File: src/inc/prxs_pkg.sv
// Shared constants for the receive packet stream port
package prxs_pkg;
   localparam int DATA_W_DEFAULT  = 64;
   localparam int FIFO_DEPTH      = 32;
   localparam int HIT_W           = 8;
   localparam int FUNC_W          = 3;
   localparam int HALF_W          = 64;
   // Root-port hit vector bit positions
   localparam int HIT_BAR0        = 0;
   localparam int HIT_BAR1        = 1;
   localparam int HIT_PRI_BUS     = 2;
   localparam int HIT_SEC_BUS     = 3;
   localparam int HIT_SUB_RANGE   = 4;
   localparam int HIT_IO_WIN      = 5;
   localparam int HIT_NONPREF_WIN = 6;
   localparam int HIT_PREF_WIN    = 7;
   localparam logic [1:0] RST_ZERO2 = 2'h0;
endpackage

File: src/hw/prxs_fifo.sv
// Valid/ready FIFO with parameterised width and depth
module prxs_fifo #(
   parameter int WIDTH = 8,
   parameter int DEPTH = 32
) (
   input  wire logic             i_clk,
   input  wire logic             i_rstn,
   input  wire logic [WIDTH-1:0] i_data,
   input  wire logic             i_valid,
   output logic                  o_ready,
   output logic [WIDTH-1:0]      o_data,
   output logic                  o_valid,
   input  wire logic             i_ready
);
   localparam int AW = $clog2(DEPTH);

   typedef struct packed {
      logic [AW-1:0] wp;
      logic [AW-1:0] rp;
      logic [AW:0]   cnt;
      logic          rdy;
   } prxs_fifo_s;

   // Ready is a flop of its own so the accept output has no logic behind it
   localparam prxs_fifo_s RST_ST = '{wp: '0, rp: '0, cnt: '0, rdy: 1'b1};

   prxs_fifo_s          st_r;
   prxs_fifo_s          st_nxt;
   logic [WIDTH-1:0]    mem [DEPTH];
   logic                push;
   logic                pop;

   assign o_ready = st_r.rdy;
   assign o_valid = (st_r.cnt != '0);
   assign o_data  = mem[st_r.rp];
   assign push    = i_valid && o_ready;
   assign pop     = o_valid && i_ready;

   always_comb begin
      st_nxt = st_r;
      if (push) begin
         st_nxt.wp = (st_r.wp == AW'(DEPTH-1)) ? '0 : st_r.wp + 1'b1;
      end
      if (pop) begin
         st_nxt.rp = (st_r.rp == AW'(DEPTH-1)) ? '0 : st_r.rp + 1'b1;
      end
      st_nxt.cnt = st_r.cnt + (AW+1)'(push) - (AW+1)'(pop);
      st_nxt.rdy = (st_nxt.cnt != (AW+1)'(DEPTH));
   end

   always_ff @(posedge i_clk or negedge i_rstn) begin
      if (!i_rstn) begin
         st_r <= RST_ST;
      end else begin
         st_r <= st_nxt;
      end
   end

   // Storage needs no reset; only the pointers and the count qualify it
   always_ff @(posedge i_clk) begin
      if (push) begin
         mem[st_r.wp] <= i_data;
      end
   end
endmodule

File: src/hw/prxs_port.sv
// Receive packet stream port: forwards words lane for lane, marks and buffers packets toward the application
module prxs_port #(
   parameter int DATA_W = prxs_pkg::DATA_W_DEFAULT,
   parameter int DEPTH  = prxs_pkg::FIFO_DEPTH
) (
   input  wire logic                        I_CLOCK,
   input  wire logic                        I_RSTN,
   // Transaction-layer side: one word per beat, header dwords first
   input  wire logic [DATA_W-1:0]           I_TL_WORD,
   input  wire logic                        I_TL_VALID,
   input  wire logic                        I_TL_FIRST,
   input  wire logic                        I_TL_LAST,
   input  wire logic [DATA_W/8-1:0]         I_TL_PAYLOAD_BYTES,
   input  wire logic                        I_TL_UPPER_EMPTY,
   input  wire logic [prxs_pkg::HIT_W-1:0]  I_TL_HIT,
   input  wire logic [prxs_pkg::FUNC_W-1:0] I_TL_FUNC,
   output logic                             O_TL_ACCEPT,
   // Application side
   output logic [DATA_W-1:0]                O_RX_PAYLOAD_WORD,
   output logic                             O_RX_SOURCE_VALID,
   output logic                             O_RX_FIRST_BEAT,
   output logic                             O_RX_LAST_BEAT,
   output logic [DATA_W/8-1:0]              O_RX_LANE_ENABLES,
   output logic                             O_RX_UPPER_HALF_UNUSED,
   output logic [prxs_pkg::HIT_W-1:0]       O_RX_WINDOW_HIT_VECTOR,
   output logic [prxs_pkg::FUNC_W-1:0]      O_RX_FUNC_INDEX,
   input  wire logic                        I_RX_SINK_ACCEPT
);
   localparam int BE_W = DATA_W/8;
   localparam int FW   = DATA_W + BE_W + 3 + prxs_pkg::HIT_W + prxs_pkg::FUNC_W;

   typedef enum logic [1:0] {
      PRXS_EMPTY = 2'b00,
      PRXS_FULL  = 2'b01
   } prxs_out_e;

   typedef struct packed {
      prxs_out_e                     ost;
      logic [DATA_W-1:0]             word;
      logic                          first;
      logic                          last;
      logic [BE_W-1:0]               be;
      logic                          empty;
      logic [prxs_pkg::HIT_W-1:0]    hit;
      logic [prxs_pkg::FUNC_W-1:0]   func;
      logic                          vld;
      logic                          o_first;
      logic                          o_last;
      logic [BE_W-1:0]               o_be;
      logic                          o_empty;
   } prxs_port_s;

   ////////////////////////////////////////////////////////////////////////////
   // Incoming beat conditioning

   logic [FW-1:0]               in_flat;
   logic [FW-1:0]               out_flat;
   logic                        fifo_valid;
   logic                        fifo_take;
   logic [BE_W-1:0]             in_be;
   logic                        in_empty;
   logic [prxs_pkg::HIT_W-1:0]  in_hit;
   logic [prxs_pkg::FUNC_W-1:0] in_func;

   // Enables only where payload bytes hold data; header lanes arrive zero
   always_comb begin
      in_be    = I_TL_PAYLOAD_BYTES;
      // Empty flag only exists on the wide bus and only on a last beat
      in_empty = (DATA_W > prxs_pkg::HALF_W) && I_TL_LAST && I_TL_UPPER_EMPTY;
      // Hit vector and function index qualified to the first beat
      in_hit   = I_TL_FIRST ? I_TL_HIT : '0;
      in_func  = I_TL_FIRST ? I_TL_FUNC : '0;
   end

   // Word is forwarded lane for lane: byte 0 in bits 7:0 keeps little-endian
   // order, and a 3-dword header at addr[2]=1 already lands Data0 in the upper dword
   assign in_flat = {I_TL_WORD, in_be, I_TL_FIRST, I_TL_LAST, in_empty,
                     in_hit, in_func};

   ////////////////////////////////////////////////////////////////////////////
   // Buffer between the transaction layer and the output stage

   prxs_fifo #(
      .WIDTH (FW),
      .DEPTH (DEPTH)
   ) u_fifo (
      .i_clk   (I_CLOCK),
      .i_rstn  (I_RSTN),
      .i_data  (in_flat),
      .i_valid (I_TL_VALID),
      .o_ready (O_TL_ACCEPT),
      .o_data  (out_flat),
      .o_valid (fifo_valid),
      .i_ready (fifo_take)
   );

   ////////////////////////////////////////////////////////////////////////////
   // Registered output stage

   prxs_port_s st_r;
   prxs_port_s st_nxt;
   logic       out_done;

   // Word leaves when the sink takes it; a held word never changes
   assign out_done  = st_r.vld && I_RX_SINK_ACCEPT;
   // Refill in the same cycle as a take, so packets run back to back
   assign fifo_take = fifo_valid && ((st_r.ost == PRXS_EMPTY) || out_done);

   always_comb begin
      st_nxt = st_r;
      case (st_r.ost)
         PRXS_EMPTY: begin
            if (fifo_take) begin
               st_nxt.ost = PRXS_FULL;
            end
         end
         PRXS_FULL: begin
            if (out_done && !fifo_take) begin
               st_nxt.ost = PRXS_EMPTY;
            end
         end
         default: begin
            st_nxt.ost = PRXS_EMPTY;
         end
      endcase
      if (fifo_take) begin
         // One-beat packets keep both markers from the same entry
         {st_nxt.word, st_nxt.be, st_nxt.first, st_nxt.last, st_nxt.empty,
          st_nxt.hit, st_nxt.func} = out_flat;
      end else if (out_done) begin
         // Markers cleared with valid so idle cycles show nothing stale
         st_nxt.first = 1'b0;
         st_nxt.last  = 1'b0;
         st_nxt.be    = '0;
         st_nxt.empty = 1'b0;
      end
      // Valid follows accept one cycle late; a pending word stays parked
      st_nxt.vld     = (st_nxt.ost == PRXS_FULL) && I_RX_SINK_ACCEPT;
      st_nxt.o_first = st_nxt.vld && st_nxt.first;
      st_nxt.o_last  = st_nxt.vld && st_nxt.last;
      st_nxt.o_be    = st_nxt.vld ? st_nxt.be : '0;
      st_nxt.o_empty = st_nxt.vld && st_nxt.empty;
   end

   always_ff @(posedge I_CLOCK or negedge I_RSTN) begin
      if (!I_RSTN) begin
         st_r <= '0;
      end else begin
         st_r <= st_nxt;
      end
   end

   ////////////////////////////////////////////////////////////////////////////
   // Output ports, straight from the stage registers

   // Valid drops one cycle after accept drops; the word itself is held
   assign O_RX_SOURCE_VALID      = st_r.vld;
   assign O_RX_PAYLOAD_WORD      = st_r.word;
   assign O_RX_FIRST_BEAT        = st_r.o_first;
   assign O_RX_LAST_BEAT         = st_r.o_last;
   assign O_RX_LANE_ENABLES      = st_r.o_be;
   assign O_RX_UPPER_HALF_UNUSED = st_r.o_empty;
   assign O_RX_WINDOW_HIT_VECTOR = st_r.hit;
   assign O_RX_FUNC_INDEX        = st_r.func;
endmodule

File: config.mk
export PLATFORM = sky130hd
export DESIGN_NAME = prxs_port
export DESIGN_NICKNAME = d
export VERILOG_FILES = /design/src/inc/prxs_pkg.sv /design/src/hw/prxs_fifo.sv /design/src/hw/prxs_port.sv
export SDC_FILE = /design/constraint.sdc
export NUM_CORES = 2
export LEC_CHECK = 0
export BUFFER_PORTS_ARGS = -buffer_cell sky130_fd_sc_hd__buf_2
export CAP_MARGIN = 15
export CORE_MARGIN = 2
export CORE_UTILIZATION = 65
export DETAILED_ROUTE_END_ITERATION = 6
export PLACE_DENSITY = 0.82
export SLEW_MARGIN = 15
export SYNTH_ARGS = -nofsm -noshare
export SYNTH_HDL_FRONTEND = slang
export SYNTH_SLANG_ARGS = --single-unit
File: constraint.sdc
create_clock -name I_CLOCK -period 7.85 [get_ports I_CLOCK]
set_clock_uncertainty 0.15 [all_clocks]
set_input_delay 1.57 -clock I_CLOCK [delete_from_list [all_inputs] [get_ports I_CLOCK]]
set_output_delay 1.57 -clock I_CLOCK [all_outputs]
set_load 0.005 [all_outputs]
== Yosys cells after proc, flatten, opt, wreduce, memory -nomap -nowiden ==
Memory sizes are Yosys's and may differ from the RTL's.
Index checks and enable logic that the tools add are counted.

* Bits of input ports: 90
* Memories: 1
* Bits in writable memories: 2720
* Register bits: 117
* Word-level logic and storage cells: 52
* Output and inout port bits: 88

{| class="wikitable"
|+ Memory list
! name !! words !! width !! rd ports !! clocked after memory_dff !! write ports !! RTL line !! source
|-
| u_fifo.mem || 32 || 85 || 1 || 0 || 1 || prxs_fifo.sv:29 || <nowiki>logic [WIDTH-1:0] mem [DEPTH];</nowiki>
|}

* Mux-type cells: 12
* $add $sub $neg: 4
* Reduce and logical (&&, ||, !) cells: 13
* Equal/unequal tests: 5

{| class="wikitable"
|+ Operator list
! operator !! number
|-
| $mux 11 || 2
|-
| $mux 8 || 2
|-
| $add 5x1->5 const B || 2
|-
| $eq 5x5->1 const B || 2
|-
| $mux 5 || 2
|-
| $logic_and 1x1->1 || 9
|-
| $add 6x1->6 || 1
|-
| $ne 6x6->1 const B || 1
|-
| $reduce_bool 6->1 || 1
|-
| $sub 6x1->6 || 1
|-
| $eq 2x1->1 const B || 2
|-
| $mux 2 || 2
|-
| $pmux 2 s2 || 1
|-
| $mux 3 || 1
|-
| $logic_not 2->1 || 1
|-
| $mux 1 || 2
|-
| $logic_not 1->1 || 1
|-
| $logic_or 1x1->1 || 1
|}

== Logic depth before layout (Yosys ltp) ==
* Word-level depth: 10
* Gate-level depth with buffers: 17
* Gate-level depth less buffers: 15

== Hierarchy ==
From an unflattened synthesis, not the netlist that was laid out.

* Cells, all modules: 5208
* Area total of the unflattened synthesis: 110481.0 um^2

{| class="wikitable"
|+ By module, submodules not included
! module !! cells an instance !! area an instance (um^2) !! seq. area each (um^2) !! instances
|-
| prxs_fifo || 4869 || 105869.0 || 83065.9 || 1
|-
| prxs_port || 339 || 4611.9 || 2502.4 || 1
|}

== Worst setup path before layout ==
OpenSTA, ideal clock, no wires.

* Kind: in2reg
* From: in I_TL_VALID
* To: mem u_fifo.mem[31][0] (netlist name) (enable)
* Required time: 7171 ps
* Setup time: 529 ps
* Buffers on the path: 0
* Path slack: 1600 ps
* Arrival: 5570 ps
* Stages: 4
* Path through: nand2_1 -> clkinv_1 -> nand2_1 -> nor2_1

* Longest elaborated chain between the ends: 3

{| class="wikitable"
|+ Ends and longest elaborated chain
! item !! RTL line !! source
|-
| start, declared || prxs_port.sv:10 || <nowiki>input wire logic I_TL_VALID,</nowiki>
|-
| $logic_and 1x1->1 || prxs_fifo.sv:36 || <nowiki>assign push = i_valid && o_ready;</nowiki>
|-
| named net u_fifo.push || prxs_fifo.sv:30 || <nowiki>logic push;</nowiki>
|-
| $mux 1 || prxs_fifo.sv:61 || <nowiki>if (push) begin</nowiki>
|-
| $mux 1 (implied by the code) || prxs_fifo.sv:62 || <nowiki>mem[st_r.wp] <= i_data;</nowiki>
|-
| end, declared || prxs_fifo.sv:29 ||
|}

The timed path passes the listed nets, and every way through them passes these cells.

== Worst setup path in the final report ==
* From: reg u_fifo.st_r[9] (netlist name)
* To: reg st_r, in the netlist O_RX_WINDOW_HIT_VECTOR[7]

* Longest elaborated chain between the ends: 1

{| class="wikitable"
|+ Ends and longest elaborated chain
! item !! RTL line !! source
|-
| start, declared || prxs_fifo.sv:27 || <nowiki>prxs_fifo_s st_r;</nowiki>
|-
| start signal, assigned || prxs_fifo.sv:55 || <nowiki>st_r <= st_nxt;</nowiki>
|-
| $mem_v2 32x85 || - ||
|-
| end signal, assigned || prxs_port.sv:149 || <nowiki>st_r <= st_nxt;</nowiki>
|-
| end, declared || prxs_port.sv:100 || <nowiki>prxs_port_s st_r;</nowiki>
|}

No other way between the ends.
A chain may end at the register's enable or synchronous reset.

==> flow_summary.ini <==
[pwr]
p_leak_uw = 0.0377
power_uw = 42700
intPower_uw = 29700
p_sw_uw = 13000
clock_power_share = 0.316
worst_ir_drop_vdd_mv = 0.383
switching_share = 0.304
combPwrFrac = 0.251
seqPwrFrac = 0.433
power_per_cell_area_nw_per_um2 = 357

[cts]
cts_tree = built
postCtsSetupBuffers = 0
clock-sinks = 2837
cts.path.max_buffers = 4
holdBufCountCts = 0
htreeDepth = 5
cts.clk_slew.worst_paths_ns = 0.07
root_buffer = clkbuf_16
cts_resized = 0
worstSkewPairLatency_ns = 0.94
cts_buffers = 284

[sta]
fin_ws_ns = 3.27
slew_headroom = 0.112
hold_ws_ns = 0.359
finalSetupTns_ns = 0
finalCriticalPeriod_ns = 4.58
period_share = 0.583
drv_slew = 0
setup_viol = 0
worst_slew_pin_slew_ns = 1.33
max_freq_mhz = 218
rsz0062_at_grt = no
hold_viol = 0

[place]
numPortBuffers = 176
gp_routability_congestion = 0.756
hpwl_mm = 125
pre_cts_ws_ns = 2.74

[global_route]
grt_pass1_vias = 58209
antenna_found_initial = 17
grt.overflow.total = 0
grtUsageTotal = 0.354
grt_max_degree = 148
grt_pass1_wl_mm = 420

[floorplanning]
fp.dieH_um = 411
core_um2 = 165000
io_pins = 178
initial_core_util = 0.653
dieWidth_um = 411
std_cell_rows = 149
dieArea_um2 = 169000

[synth]
synth_top_area_cell = edfxtp_1
synth.most_common_cell = edfxtp_1
synthCells = 4829
yosys_warnings = 0
synth.cell_area_um2 = 108000
ys_ff_latch = 2837
synthesis.nets = 4935
synth_top_cells_by_count = edfxtp_1 (2720), mux4_2 (639), a22oi_1 (214)
synth_top_area_share = 0.760
yosysUniqueCellTypes = 48
ys_top_cells_by_area = edfxtp_1 (76%), mux4_2 (13%), dfrtp_1 (2.7%)
async_flop_share = 0.0412
seq_area_frac_synth = 0.787
synth_edf_count = 2720
avgSynthCellArea_um2 = 22.3
synth_flop_cell = edfxtp_1

[finish]
final_net_count = 5124
drive_gt1_frac = 0.258
fin_util = 0.725
syn_to_final_growth_pct = 11.0

[worst_setup_path]
r2r-start = u_fifo.st_r[9]$_DFFE_PN0P_
crit_family = buffers and inverters
critical_path_buf_inv_count = 2
critPathMaxFanout = 61
crit_top_cell = a21oi_1
max_stage_delay_ns = 1.07
endpoint_kind = flip-flop
critPathLaunchType = flip-flop
slowest_stage = buf_4
critPathArrivalTime_ns = 5.25
cp_cell_sequence = buf_4 -> and2_4 -> buf_4 -> a22oi_1 -> a21oi_1 -> a21oi_1 -> a21oi_1
reg2reg_setup_slack_ns = 3.27
r2r_cells = 7
cp.required_ns = 8.53
crit_type = flip-flop to flip-flop
regToRegEndpoint = O_RX_WINDOW_HIT_VECTOR[7]$_DFFE_PN0P_

[drt]
antenna_left = 0
wl_per_cell_um = 39.7
drtIter0Drc = 10173
route.detailed.drc = 0
num_vias = 56780
wl_mm = 295
routed_via_density = 7.65
drtPass1Iterations = 6

[hold_path]
min_from = st_r[99]$_DFF_PN0_
hold_class = flip-flop to flip-flop
hold_path_end = st_r[98]$_DFF_PN0_
hold_path_depth = 1

[run]
maxCapViolations = 0

[status]
status = completed
## flip-flops by register name, indices dropped and copies added (netlist names)
register and count:
O_RX_FIRST_BEAT 1, O_RX_FUNC_INDEX 3, O_RX_LANE_ENABLES 8, O_RX_LAST_BEAT 1, O_RX_PAYLOAD_WORD 64, O_RX_SOURCE_VALID 1, O_RX_UPPER_HALF_UNUSED 1, O_RX_WINDOW_HIT_VECTOR 8
st_r 13, u_fifo.mem 2720, u_fifo.o_ready 1, u_fifo.st_r 16
## worst reg2reg max path, cell delays in order (launching register included)
cell and delay (ns):
dfrtp_4 0.92, buf_4 0.82, and2_4 0.52, buf_4 1.07, a22oi_1 0.33, a21oi_1 0.31
a21oi_1 0.12, a21oi_1 0.26
## metal layers
metal	wire, um	GRT usage	share of wire
met1	95100	0.465	0.32
met2	145000	0.561	0.49
met3	39000	0.0875	0.13
met4	15700	0.178	0.053
met5	85	0	0.00029
## area by class of cell
type,count,area [um^2]
sequential,2837,84600
fill,8147,45300
clock inverter,114,1040
clock buffer,375,7870
timing repair buffer,262,1820
antenna,8,20.0
inverter,17,71.3
tap,2189,2740
multi-input combinational,1616,21100
## through the flow
stage	instance area, um^2	cells
after detailed placement	110000	6920
after floorplan	108000	4829
after global routing	119000	7416
after CTS	119000	7409
after global placement	110000	6920
final	119000	7418
## cell families (layout without fill, tap and decap cells)
| family | after synthesis | in the layout | synth area share |
|---|---|---|---|
| flops | 2837 | 2837 | 0.787 |
| mux | 721 | 721 | 0.141 |
| compound gates | 637 | 637 | 0.0399 |
| buf+inv | 376 | 768 | 0.0195 |
| simple gates | 238 | 238 | 0.0101 |
| fa+ha+maj | 16 | 16 | 0.00193 |
| xor+xnor | 3 | 3 | 0.000244 |
| other cells | 1 | 9 | 0.0000349 |
## power by group through the flow
stage	sequential (uW)	clock, uW	combinational [uW]
floorplan	18300	0	7510
finish	18500	13500	10700
global placement	18600	0	9850
global route	18500	14000	11100
CTS	18400	13500	10600
detailed placement	18700	0	10100
## cell usage in the layout (no fill, tap or decap), drive strengths merged, types with 2 or more instances in the layout
cell type,synthesis,layout
nand2,66,66
diode,0,8
nor2,93,93
mux2i,81,81
nor2b,7,7
or2,4,4
inv,16,18
clkinv,1,88
and2,18,18
o31ai,20,20
xnor2,3,3
edfxtp,2720,2720
a211o,9,9
a21o,6,6
o221ai,43,43
nand3,12,12
nand3b,4,4
or3,4,4
a2111oi,2,2
clkinvlp,0,5
a22oi,214,214
bufinv,0,20
nand2b,9,9
clkbuf,95,375
a21oi,144,144
nor3,13,13
buf,264,262
ha,15,15
mux4,639,639
or3b,2,2
dfrtp,116,116
o21ai,62,62
o22a,43,43
o22ai,90,90
and3,3,3
## how the worst max path moves through the flow
| stage | endpoint | cells past startpoint | slack (ns) | from |
|---|---|---|---|---|
| 5_1_grt | O_RX_WINDOW_HIT_VECTOR[7]$_DFFE_PN0P_ | 7 | 3.38 | u_fifo.st_r[9]$_DFFE_PN0P_ |
| 3_3_place_gp | u_fifo.o_ready$_DFF_PN1_ | 13 | 2.71 | I_RX_SINK_ACCEPT |
| 2_1_floorplan | u_fifo.mem[31][0]$_DFFE_PP_ | 4 | 1.60 | I_TL_VALID |
| 6_report | O_RX_WINDOW_HIT_VECTOR[7]$_DFFE_PN0P_ | 7 | 3.27 | u_fifo.st_r[9]$_DFFE_PN0P_ |
| 4_1_cts | O_RX_PAYLOAD_WORD[23]$_DFFE_PN0P_ | 7 | 3.49 | u_fifo.st_r[9]$_DFFE_PN0P_ |
| 3_5_place_dp | u_fifo.o_ready$_DFF_PN1_ | 13 | 2.74 | I_RX_SINK_ACCEPT |
Power figures use the tool's default switching activity.
